**src/hdl/mbs_regs.svh**
```systemverilog
// Purpose: Register map, field positions, reset values and timing constants of the brake sequencer
// Assumes: AHB-Lite slave with one aligned 32-bit word per register
// Notes: Hold times in ms, PWM frequency in Hz, PWM duty in percent
// Functional notes
// - Auto mode: brake engaged except operation enabled
// - Submode bit 2 set selects auto
// - Submode bit 2 clear: brake follows output bit 0
// - Entry: current on, hold 3, release, hold 4, travel
// - Exit: standstill, hold 1, engage, hold 2, current off
// - Switched-on brake output is PWM
// - PWM frequency in Hz, above 2000 refused
// - Duty percent 2 to 100, frequency independent
// - Duty 100 holds output steadily on
// - Override enable and value force brake level
`ifndef MBS_REGS_SVH
`define MBS_REGS_SVH

// Register byte offsets
`define MBS_A_SUBMODE 8'h00
`define MBS_A_DOUT 8'h04
`define MBS_A_OVR 8'h08
`define MBS_A_HOLD1 8'h0C
`define MBS_A_HOLD4 8'h18
`define MBS_A_FREQ 8'h1C
`define MBS_A_DUTY 8'h20
`define MBS_A_STATUS 8'h24
`define MBS_A_STEP 8'h04

// Field positions
`define MBS_SUB_AUTO_BIT 2
`define MBS_DOUT_BRAKE_BIT 0
`define MBS_OVR_EN_BIT 0
`define MBS_OVR_VAL_BIT 1

// Reset values and limits
`define MBS_FREQ_RST 16'h03E8
`define MBS_FREQ_MIN 16'h0001
`define MBS_FREQ_MAX 16'h07D0
`define MBS_DUTY_RST 7'h64
`define MBS_DUTY_MIN 7'h02
`define MBS_DUTY_FULL 7'h64
`define MBS_PCT_SCALE 32'h0000_0064
`define MBS_HOLD_RST 16'h0000

// Timing
`define MBS_CLK_PERIOD_NS 32'h0000_0032
`define MBS_NS_PER_S 32'h3B9A_CA00
`define MBS_HOLD_UNIT_NS 32'h000F_4240
`define MBS_CLK_HZ (`MBS_NS_PER_S / `MBS_CLK_PERIOD_NS)
`define MBS_MS_CYCLES (`MBS_HOLD_UNIT_NS / `MBS_CLK_PERIOD_NS)

`endif

```
**src/hdl/mbs_pkg.sv**
```systemverilog
// Purpose: Types shared by the brake sequencer
// Assumes: Nothing
// Notes: State order is free, no codes given
package mbs_pkg;
  // Brake sequencer states
  typedef enum logic [2:0] {
    S_OFF, S_HOLD3, S_HOLD4, S_RUN, S_STOP, S_HOLD1, S_HOLD2
  } mbs_state_t;
endpackage

```
**src/hdl/mbs_brake_pwm.sv**
```systemverilog
// Purpose: Brake PWM generator with frequency in Hz and duty in percent
// Assumes: freqHz within 1..2000 and dutyPct within 2..100, checked by the caller
// Notes: Phase accumulator keeps the period independent of the duty setting
`timescale 1ns/1ns
`include "mbs_regs.svh"
module mbs_brake_pwm #(
  parameter logic [31:0] CLK_HZ = `MBS_CLK_HZ
) (
  // Clock and reset
  input wire logic clk,
  input wire logic rst,
  // Settings
  input wire logic [15:0] freqHz,
  input wire logic [6:0] dutyPct,
  // Output
  output logic pwmLevel
);
  logic [31:0] acc; // Phase, 0 up to CLK_HZ-1
  wire [31:0] sum = acc + {16'h0000, freqHz};
  wire wrap = sum >= CLK_HZ;
  wire [31:0] next_acc = wrap ? sum - CLK_HZ : sum;
  // Compare phase against duty share of the full scale
  wire [31:0] phaseScaled = 32'(acc * `MBS_PCT_SCALE);
  wire [31:0] dutyScaled = 32'({25'h000_0000, dutyPct} * CLK_HZ);
  wire next_level = (dutyPct == `MBS_DUTY_FULL) || (phaseScaled < dutyScaled);

  // Phase and output flops
  always_ff @(posedge clk) begin
    if (rst) begin
      acc <= 32'h0000_0000;
      pwmLevel <= 1'b0;
    end else begin
      acc <= next_acc;
      pwmLevel <= next_level;
    end
  end
endmodule

```
**src/hdl/mbs_brake_seq.sv**
```systemverilog
// Purpose: Holding-brake sequencer with timed steps and brake PWM, AHB-Lite registers
// Assumes: opEnableReq and motorStandstill come from drive logic on clk
// Notes: Zero wait states, response always OKAY
//
// The address map and the AHB-Lite register port were chosen for this implementation.
`timescale 1ns/1ns
`include "mbs_regs.svh"
module mbs_brake_seq
  import mbs_pkg::*;
#(
  parameter int unsigned MS_CYCLES = `MBS_MS_CYCLES
) (
  // Clock and reset
  input wire logic clk,
  input wire logic rst,
  // AHB-Lite slave
  input wire logic hsel,
  input wire logic [31:0] haddr,
  input wire logic [1:0] htrans,
  input wire logic hwrite,
  input wire logic [2:0] hsize,
  input wire logic [31:0] hwdata,
  input wire logic hready,
  output logic hreadyout,
  output logic hresp,
  output logic [31:0] hrdata,
  // Drive state machine
  input wire logic opEnableReq,
  input wire logic motorStandstill,
  output logic motorCurrentOn,
  output logic haltRequest,
  output logic travelEnable,
  // Brake pin
  output logic brakePin
);
  localparam int TW = $clog2(MS_CYCLES + 1);

  // Address phase capture
  logic aValid; // Data phase of an accepted word transfer
  logic aWrite;
  logic [7:0] aAddr;
  logic aHigh; // Upper address bits nonzero, unmapped

  // Software registers
  logic autoMode; // Submode auto bit
  logic doutBrake; // Digital output brake bit
  logic ovrEn;
  logic ovrVal;
  logic [15:0] holdTime [4]; // Hold times 1..4 in ms
  logic [15:0] pwmFreq;
  logic [6:0] pwmDuty;

  // Sequencer
  mbs_state_t state;
  mbs_state_t next_state;
  logic [15:0] holdLeft; // Whole ms still to wait
  logic [TW-1:0] tickCnt; // Cycles within the current ms
  logic brakePinPre;
  logic pwmLevel;
  logic autoRelease; // Brake lifted by the automatic sequence
  logic brakeOn; // Brake output switched on, before PWM and override

  assign hreadyout = 1'b1;
  assign hresp = 1'b0;

  // Capture address phase
  always_ff @(posedge clk) begin
    if (rst) begin
      aValid <= 1'b0;
      aWrite <= 1'b0;
      aAddr <= 8'h00;
      aHigh <= 1'b0;
    end else begin
      aValid <= hsel && htrans[1] && hready && (hsize == 3'b010);
      aWrite <= hwrite;
      aAddr <= haddr[7:0];
      aHigh <= |haddr[31:8];
    end
  end

  // Write decode
  wire wrSel = aValid && aWrite && !aHigh;
  wire wrSubmode = wrSel && (aAddr == `MBS_A_SUBMODE);
  wire wrDout = wrSel && (aAddr == `MBS_A_DOUT);
  wire wrOvr = wrSel && (aAddr == `MBS_A_OVR);
  wire wrFreq = wrSel && (aAddr == `MBS_A_FREQ);
  wire wrDuty = wrSel && (aAddr == `MBS_A_DUTY);
  // Out of range values leave the old setting in place
  wire freqOk = (hwdata[31:16] == 16'h0000) && (hwdata[15:0] >= `MBS_FREQ_MIN)
    && (hwdata[15:0] <= `MBS_FREQ_MAX);
  wire dutyOk = (hwdata[31:7] == 25'h000_0000) && (hwdata[6:0] >= `MBS_DUTY_MIN)
    && (hwdata[6:0] <= `MBS_DUTY_FULL);

  // Control registers
  always_ff @(posedge clk) begin
    if (rst) begin
      autoMode <= 1'b0;
      doutBrake <= 1'b0;
      ovrEn <= 1'b0;
      ovrVal <= 1'b0;
      pwmFreq <= `MBS_FREQ_RST;
      pwmDuty <= `MBS_DUTY_RST;
    end else begin
      if (wrSubmode) autoMode <= hwdata[`MBS_SUB_AUTO_BIT];
      if (wrDout) doutBrake <= hwdata[`MBS_DOUT_BRAKE_BIT];
      if (wrOvr) begin
        ovrEn <= hwdata[`MBS_OVR_EN_BIT];
        ovrVal <= hwdata[`MBS_OVR_VAL_BIT];
      end
      if (wrFreq && freqOk) pwmFreq <= hwdata[15:0];
      if (wrDuty && dutyOk) pwmDuty <= hwdata[6:0];
    end
  end

  // Hold time registers, one word each
  generate
    for (genvar i = 0; i < 4; i++) begin : g_hold
      wire wrHold = wrSel && (aAddr == 8'(`MBS_A_HOLD1 + i * `MBS_A_STEP));
      always_ff @(posedge clk) begin
        if (rst) holdTime[i] <= `MBS_HOLD_RST;
        else if (wrHold) holdTime[i] <= hwdata[15:0];
      end
    end
  endgenerate

  // Read mux, driven from register flops during the data phase
  wire inHold = (aAddr >= `MBS_A_HOLD1) && (aAddr <= `MBS_A_HOLD4);
  wire [7:0] holdOff = aAddr - `MBS_A_HOLD1;
  wire [31:0] statusWord = {22'h00_0000, 3'(state), brakePin, pwmLevel, travelEnable,
    haltRequest, motorCurrentOn, brakeOn, autoRelease};
  assign hrdata = (!aValid || aWrite || aHigh) ? 32'h0000_0000 :
    (aAddr == `MBS_A_SUBMODE) ? 32'(autoMode) << `MBS_SUB_AUTO_BIT :
    (aAddr == `MBS_A_DOUT) ? 32'(doutBrake) << `MBS_DOUT_BRAKE_BIT :
    (aAddr == `MBS_A_OVR) ? {30'h0000_0000, ovrVal, ovrEn} :
    inHold ? {16'h0000, holdTime[holdOff[3:2]]} :
    (aAddr == `MBS_A_FREQ) ? {16'h0000, pwmFreq} :
    (aAddr == `MBS_A_DUTY) ? {25'h000_0000, pwmDuty} :
    (aAddr == `MBS_A_STATUS) ? statusWord : 32'h0000_0000;

  // Millisecond timing of the hold steps
  wire msTick = tickCnt == TW'(MS_CYCLES - 1);
  wire holdDone = holdLeft == 16'h0000; // Zero hold passes at once
  wire enter = next_state != state;
  wire [15:0] loadVal = (next_state == S_HOLD1) ? holdTime[0] :
    (next_state == S_HOLD2) ? holdTime[1] :
    (next_state == S_HOLD3) ? holdTime[2] :
    (next_state == S_HOLD4) ? holdTime[3] : 16'h0000;

  // Next step of the power sequence
  always_comb begin
    next_state = state;
    case (state)
      S_OFF: if (opEnableReq) next_state = S_HOLD3; // Current on
      S_HOLD3: begin
        if (!opEnableReq) next_state = S_OFF; // Brake never released
        else if (holdDone) next_state = S_HOLD4; // Release
      end
      S_HOLD4: begin
        if (!opEnableReq) next_state = S_STOP;
        else if (holdDone) next_state = S_RUN; // Travel allowed
      end
      S_RUN: if (!opEnableReq) next_state = S_STOP;
      S_STOP: if (motorStandstill) next_state = S_HOLD1;
      S_HOLD1: if (holdDone) next_state = S_HOLD2; // Engage
      S_HOLD2: if (holdDone) next_state = S_OFF; // Current off
      default: next_state = S_OFF;
    endcase
  end

  // State and hold counter
  always_ff @(posedge clk) begin
    if (rst) begin
      state <= S_OFF;
      holdLeft <= 16'h0000;
      tickCnt <= '0;
    end else begin
      state <= next_state;
      if (enter) begin
        holdLeft <= loadVal;
        tickCnt <= '0;
      end else if (!holdDone) begin
        if (msTick) begin
          holdLeft <= holdLeft - 16'h0001;
          tickCnt <= '0;
        end else begin
          tickCnt <= tickCnt + TW'(1);
        end
      end
    end
  end

  // Step outputs
  assign autoRelease = (state == S_HOLD4) || (state == S_RUN) || (state == S_STOP)
    || (state == S_HOLD1);
  assign motorCurrentOn = state != S_OFF;
  assign travelEnable = state == S_RUN;
  assign haltRequest = (state == S_STOP) || (state == S_HOLD1) || (state == S_HOLD2);
  // Brake switched on: auto sequence or manual output bit
  assign brakeOn = autoMode ? autoRelease : doutBrake;

  // Brake PWM source
  mbs_brake_pwm #(.CLK_HZ(`MBS_CLK_HZ)) u_pwm (
    .clk(clk),
    .rst(rst),
    .freqHz(pwmFreq),
    .dutyPct(pwmDuty),
    .pwmLevel(pwmLevel)
  );

  // Override wins, otherwise PWM gated by the switched-on brake
  assign brakePinPre = ovrEn ? ovrVal : (brakeOn && pwmLevel);
  always_ff @(posedge clk) begin
    if (rst) brakePin <= 1'b0;
    else brakePin <= brakePinPre;
  end
endmodule

```
**config.mk**
```make
export PLATFORM = sky130hd
export DESIGN_NAME = mbs_brake_seq
export DESIGN_NICKNAME = d
export VERILOG_FILES = /design/src/hdl/mbs_pkg.sv /design/src/hdl/mbs_brake_pwm.sv /design/src/hdl/mbs_brake_seq.sv
export VERILOG_INCLUDE_DIRS = /design/src /design/src/hdl
export SDC_FILE = /design/constraint.sdc
export NUM_CORES = 1
export LEC_CHECK = 0
export ABC_CLOCK_PERIOD_IN_PS = 5600
export BUFFER_PORTS_ARGS = -buffer_cell sky130_fd_sc_hd__buf_2
export CORE_MARGIN = 4
export CORE_UTILIZATION = 55
export DETAILED_ROUTE_END_ITERATION = 10
export HOLD_SLACK_MARGIN = 0.15
export PLACE_DENSITY = 0.74
export SLEW_MARGIN = 20
export SYNTH_ARGS = -nofsm -noshare
export SYNTH_HDL_FRONTEND = slang
export SYNTH_HIERARCHICAL = 1
export SYNTH_SLANG_ARGS = --single-unit
export TNS_END_PERCENT = 5
```
**constraint.sdc**
```tcl
create_clock -name clk -period 5.6 [get_ports clk]
set_clock_uncertainty 0.15 [all_clocks]
set_input_delay 0.84 -clock clk [delete_from_list [all_inputs] [get_ports clk]]
set_output_delay 0.84 -clock clk [all_outputs]
set_load 0.02 [all_outputs]
```
---- After elaboration in Yosys (flattened, before gate mapping) ----
Memories as Yosys holds them, arrays and structs flattened.
Cells that the tools add are included.
word-level totals
  bits in registers ....................... 106
  latch bits .............................. 0
  RAM bits ................................ 64
  memory bits (read-only) ................. 0
  input bits .............................. 76
  output and inout bits ................... 38
  word-level logic and storage cells ...... 149
  memories ................................ 1
cells by class
  add/sub/neg operators ................... 5
  multiply operators ...................... 2
  div/mod/pow operators ................... 0
  $lt $le $gt $ge ......................... 8
  equality and inequality tests ........... 24
  shift-type cells ........................ 0
  multiplexer cells ....................... 47
  bitwise logic cells ..................... 4
  reductions and logical operators ........ 42
memories
  name      words  bits a word  rd ports  clocked after memory_dff  wr ports  line                 text
  holdTime  4      16           5         0                         4         mbs_brake_seq.sv:49  logic [15:0] holdTime [4];
operators by type and width
  kind                                                                  count
  two-way mux 16 bit                                                    17
  adder 32 x 16 -> 32 bit                                               1
  equality test 8 x 5 -> 1 bit (second input constant)                  4
  greater-or-equal comparator 32 x 25 -> 1 bit (second input constant)  1
  logical NOT 16 bit                                                    2
  less-than comparator 32 bit                                           1
  multiplier 32 x 5 -> 30 bit (second input constant)                   1
  two-way mux 32 bit                                                    1
  subtractor 32 x 25 -> 32 bit (second input constant)                  1
  two-way mux 3 bit                                                     9
  logical NOT 25 bit                                                    1
  multiplier 7 x 17 -> 24 bit (second input constant)                   1
  OR reduction 24 bit                                                   1
  logical AND 1 bit                                                     22
  one-hot mux 3 bit (7 select lines)                                    1
  two-way mux 10 bit                                                    2
  equality test 8 x 4 -> 1 bit (second input constant)                  2
  equality test 8 x 6 -> 1 bit (second input constant)                  2
  greater-or-equal comparator 16 x 1 -> 1 bit (second input constant)   1
  <= comparator 16 x 11 -> 1 bit (second input constant)                1
  two-way mux 1 bit                                                     16
  subtractor 16 x 1 -> 16 bit (second input constant)                   1
  adder 15 x 1 -> 15 bit (second input constant)                        1
  equality test 15 bit (second input constant)                          1
  22 further kinds                                                      41

---- Depth between registers and ports, before layout ----
  depth after elaboration ................. 13
  mapped depth ............................ 28
  depth with buffers taken out ............ 28

---- Cells and area by module ----
Netlist, hierarchy kept.
by module, submodules not included
  module         instances  cells an instance  area an instance (um2)  seq. area each (um2)
  mbs_brake_pwm  1          964                7826.3                  660.6
  mbs_brake_seq  1          714                7324.5                  3383.2

---- Worst setup path before layout ----
Ideal clock, no wire load.
  path type ............................... flip-flop to flip-flop
  start ................................... reg pwmDuty[3]
  end ..................................... reg u_pwm.pwmLevel
  library setup time ...................... 0.058 ns
  data arrival time ....................... 4.873 ns
  setup slack ............................. 0.519 ns
  stages on the path, launching flop included .. 28
  path buffers ............................ 0
  clock period less this slack ............ 5.081 ns
  cell sequence ........................... dfxtp_1 -> inv_1 -> ha_1 -> inv_1 -> ha_1 -> inv_1 -> fa_1 -> fa_1 -> inv_1 -> ha_1 -> nand2b_1 -> o21bai_1 -> a21oi_1 -> o211ai_1 -> a41oi_1 -> nor2b_1 -> o211ai_1 -> xnor2_1 -> ha_1 -> nor2b_1 -> o21ai_0 -> nand2b_1 -> a21oi_1 -> nor2b_1 -> o21ai_0 -> nand2b_1 -> a21oi_1 -> o221a_2
between the ends
  longest elaborated chain between the ends .. 3
  elaborated cells between the ends (all ways) .. 4
RTL lines
  item                         line                  text
  start: declaration           mbs_brake_seq.sv:51   logic [6:0] pwmDuty;
  start signal: assignment     mbs_brake_seq.sv:102  pwmDuty <= `MBS_DUTY_RST;
  start signal: assignment     mbs_brake_seq.sv:111  if (wrDuty && dutyOk) pwmDuty <= hwdata[6:0];
  multiplier 7 x 17 -> 24 bit  mbs_brake_pwm.sv:24   wire [31:0] dutyScaled = 32'({25'h000_0000, dutyPct} * CLK_HZ);
  less-than comparator 32 bit  mbs_brake_pwm.sv:25   wire next_level = (dutyPct == `MBS_DUTY_FULL) || (phaseScaled < dutyScaled);
  logical OR 1 bit (*)         mbs_brake_pwm.sv:25
  end signal: assignment       mbs_brake_pwm.sv:34   pwmLevel <= next_level;
  end: declaration             mbs_brake_pwm.sv:16   output logic pwmLevel
Mark *: on every way between the ends. The rest lies on a longest branch, timed or not.
A chain may end at the register's enable or synchronous reset.

---- Worst setup path after layout ----
  start ................................... reg u_pwm.acc[3]
  end ..................................... reg u_pwm.pwmLevel
between the ends
  longest elaborated chain between the ends .. 3
RTL lines
  item                                   line                 text
  start: declaration                     mbs_brake_pwm.sv:18  logic [31:0] acc;
  start signal: assignment               mbs_brake_pwm.sv:33  acc <= next_acc;
  multiplier 32 x 5 -> 30 bit (no line)  --
  less-than comparator 32 bit            mbs_brake_pwm.sv:25
  logical OR 1 bit                       mbs_brake_pwm.sv:25
Every way passes these cells.

==> flow_summary.ini <==
[cells_and_area]
multi_input_area_mm2 = 0.0101
most-common-layout-cells = ha_1 (183), inv_1 (180), nor2_1 (134)
seq_area_mm2 = 0.00405
area_growth_pct = 9.08
diodes = 0
num-fill-cells = 2292
layout_commonest_cell = ha_1
finalNetCount = 2051
drive_gt1_frac = 0.135

[worst_hold_path]
hold_path_depth = 2
min_to = holdLeft[14]
worstHoldPathType = reg2reg
min_from = holdLeft[14]

[die]
core_mm2 = 0.0270
die_area_mm2 = 0.0303
rows = 60
ios = 114
start_util = 0.561
die_x_um = 174
fp.dieH_um = 174

[grt]
grt_usage = 0.253
antenna_found_initial = 0
first_global_vias = 12500
grt_overflow = 0
grt_max_degree = 42
grt_pass1_wl_um = 62700

[critical_path]
cp-end-kind = flop
r2r_end = u_pwm/pwmLevel
startpoint_type = flop
critPathArrivalTime_ps = 5530
r2r_slack_ps = 310
rr_worst_depth = 26
required_ps = 5840
r2r_start = u_pwm/acc[3]
worstSetupPathType = reg2reg
critPathMaxFanout = 4

[detailed_routing]
vias = 12800
ant_nets = 0
wl_per_cell_um = 18.5
drc_errors = 0
wirelength_um = 38900
vias_per_cell = 6.09
dr.pass1.iters = 6
drt_iter0_markers = 1109

[synthesis]
synth_area_mm2 = 0.0152
synth_ff_type = dfxtp_1
syn_area_per_cell_um2 = 9.03
ys_seq_elements = 170
synth_top_area_frac = 0.153
seq_area_frac_synth = 0.267
synth-edff-count = 64
async_flop_share = 0
ys_warn_count = 6
netlist_instances = 1678
synthTopCellsByArea = ha_1 (15%), dfxtp_1 (14%), edfxtp_1 (13%), fa_1 (5.2%), inv_1 (4.5%)
synth.distinct_cells = 106
yosysTopAreaCell = ha_1

[timing]
timing.final.crit_period_ps = 5290
post-route-period-util = 0.945
maxSlewHeadroom = 0.220
setup_violations = 0
rsz0062_at_grt = false
finalHoldViolations = 0
worst_pin_slew_ps = 1160
holdWs_ps = 336
fmax_ghz = 0.189
final.setup.tns_ps = 0
slew_violations = 0

[cts]
worst_skew_pair.late_latency_ps = 450
post_cts_buffers = 0
htreeDepth = 4
ctsHoldBuffers = 0
ctsResizeCount = 0
clockBufferDepth = 2
cts-buffers-inserted = 17
cts_tree = done
cts-root-buf = clkbuf_16
cts_sinks = 170
clk_pin_slew_ps = 80

[power_and_ir_drop]
p_leak_nw = 7.25
p_per_area_mw_per_mm2 = 407
peakVddDrop_mv = 0.238
power_mw = 6.72

[place]
place.gp.congestion = 0.919
port-buffer-count = 94
dp_hpwl_um = 29300

[run_status]
status = completed

[run]
cap_viol_max_count = 0
-- worst max-delay path: stages (launching register included) --
cell,delay [ps]
dfxtp_2,360
ha_1,300
ha_1,270
inv_1,50
fa_1,500
inv_1,70
ha_4,250
a21oi_1,150
o21ai_1,110
buf_4,170
a41o_1,250
o21a_1,200
o21a_1,200
o21a_1,190
nor2_1,120
xnor2_1,80
ha_1,190
a21o_1,150
a21o_1,170
a21o_1,170
a21oi_1,130
nor2b_1,60
o21ai_1,120
nand2b_1,70
a221o_1,350
a31oi_1,200
o221a_2,210
-- routing by layer --
metal	up-vias	wire [um]	GRT usage
met5	-	0	0
met4	0	979	0.0739
met3	73	2670	0.0326
met2	500	18100	0.424
met1	6108	17100	0.344
li1	6133	-	-
-- synth_stat cells, types with 7 or more instances --
cell	number
nand2b_1	17
or3_1	10
a211o_1	12
nand3b_1	10
a21oi_1	68
buf_6	7
fa_1	39
xnor2_1	53
nor2_2	10
nor2_1	135
a211oi_1	17
nand2_1	81
or2_2	9
dfxtp_1	106
a21o_1	19
and2_1	81
ha_1	185
o22ai_1	13
xor2_1	38
mux2i_1	25
nand3_1	38
nand4_1	20
buf_2	11
or4_1	7
clkbuf_1	34
and4_1	9
and3_1	11
o21ai_0	45
a22oi_1	9
inv_1	180
nor4_1	21
o21a_1	16
o211ai_1	11
a221oi_1	19
mux4_2	16
edfxtp_1	64
nor2b_1	23
nor3_1	39
a31oi_1	12
o221ai_1	14
buf_4	21
-- report_power, final --
part | switching, mW | total, mW | internal, mW
clock network | 0.611 | 1.21 | 0.604
registers | 0.165 | 1.56 | 1.40
logic | 2.26 | 3.95 | 1.69
-- per-stage QoR --
stage	std cells	setup WS [ps]	instance area (um2)	utilization
2_1_floorplan	1694	519	15200	-
3_3_place_gp	2073	300	15800	0.586
3_5_place_dp	2073	166	15800	0.586
4_1_cts	2105	149	16400	0.608
5_1_grt	2105	11.0	16500	0.611
6_report	2105	307	16500	0.611
-- cells by family after synthesis --
group / Yosys count / synth area share
fa+ha+maj: 224 / 0.204
buf+inv: 258 / 0.0746
simple gates: 555 / 0.198
compound gates: 333 / 0.160
flops: 170 / 0.267
other cells: 2 / 0.000496
mux: 45 / 0.0435
xor+xnor: 91 / 0.0526
-- registers in the layout (all words and copies together) (netlist names) --
register        cells
tickCnt            15
doutBrake           1
autoMode            1
aHigh               1
holdTime           64
u_pwm/pwmLevel      1
state               3
aValid              1
u_pwm/acc          32
ovrVal              1
pwmDuty             7
brakePin            1
aWrite              1
pwmFreq            16
aAddr               8
ovrEn               1
holdLeft           16
-- final cells by class --
class / instances / share of cell area
Clock buffer: 17 / 0.0257
Clock inverter: 15 / 0.0105
Inverter: 181 / 0.0411
Multi-Input combinational cell: 1266 / 0.614
Sequential cell: 170 / 0.245
Tap cell: 341 / 0.0258
Timing Repair Buffer: 115 / 0.0380
-- how the worst max path moves through the flow --
stage            startpoint             end  slack (ps)  cells past startpoint
6_report       u_pwm/acc[3]  u_pwm/pwmLevel         310                     26
5_1_grt        u_pwm/acc[3]  u_pwm/pwmLevel          10                     26
4_1_cts          pwmDuty[3]  u_pwm/pwmLevel         150                     27
3_5_place_dp   u_pwm/acc[4]  u_pwm/pwmLevel         170                     26
3_3_place_gp     pwmDuty[5]  u_pwm/pwmLevel         300                     22
2_1_floorplan    pwmDuty[3]  u_pwm/pwmLevel         520                     27
Power figures use the tool's default switching activity.
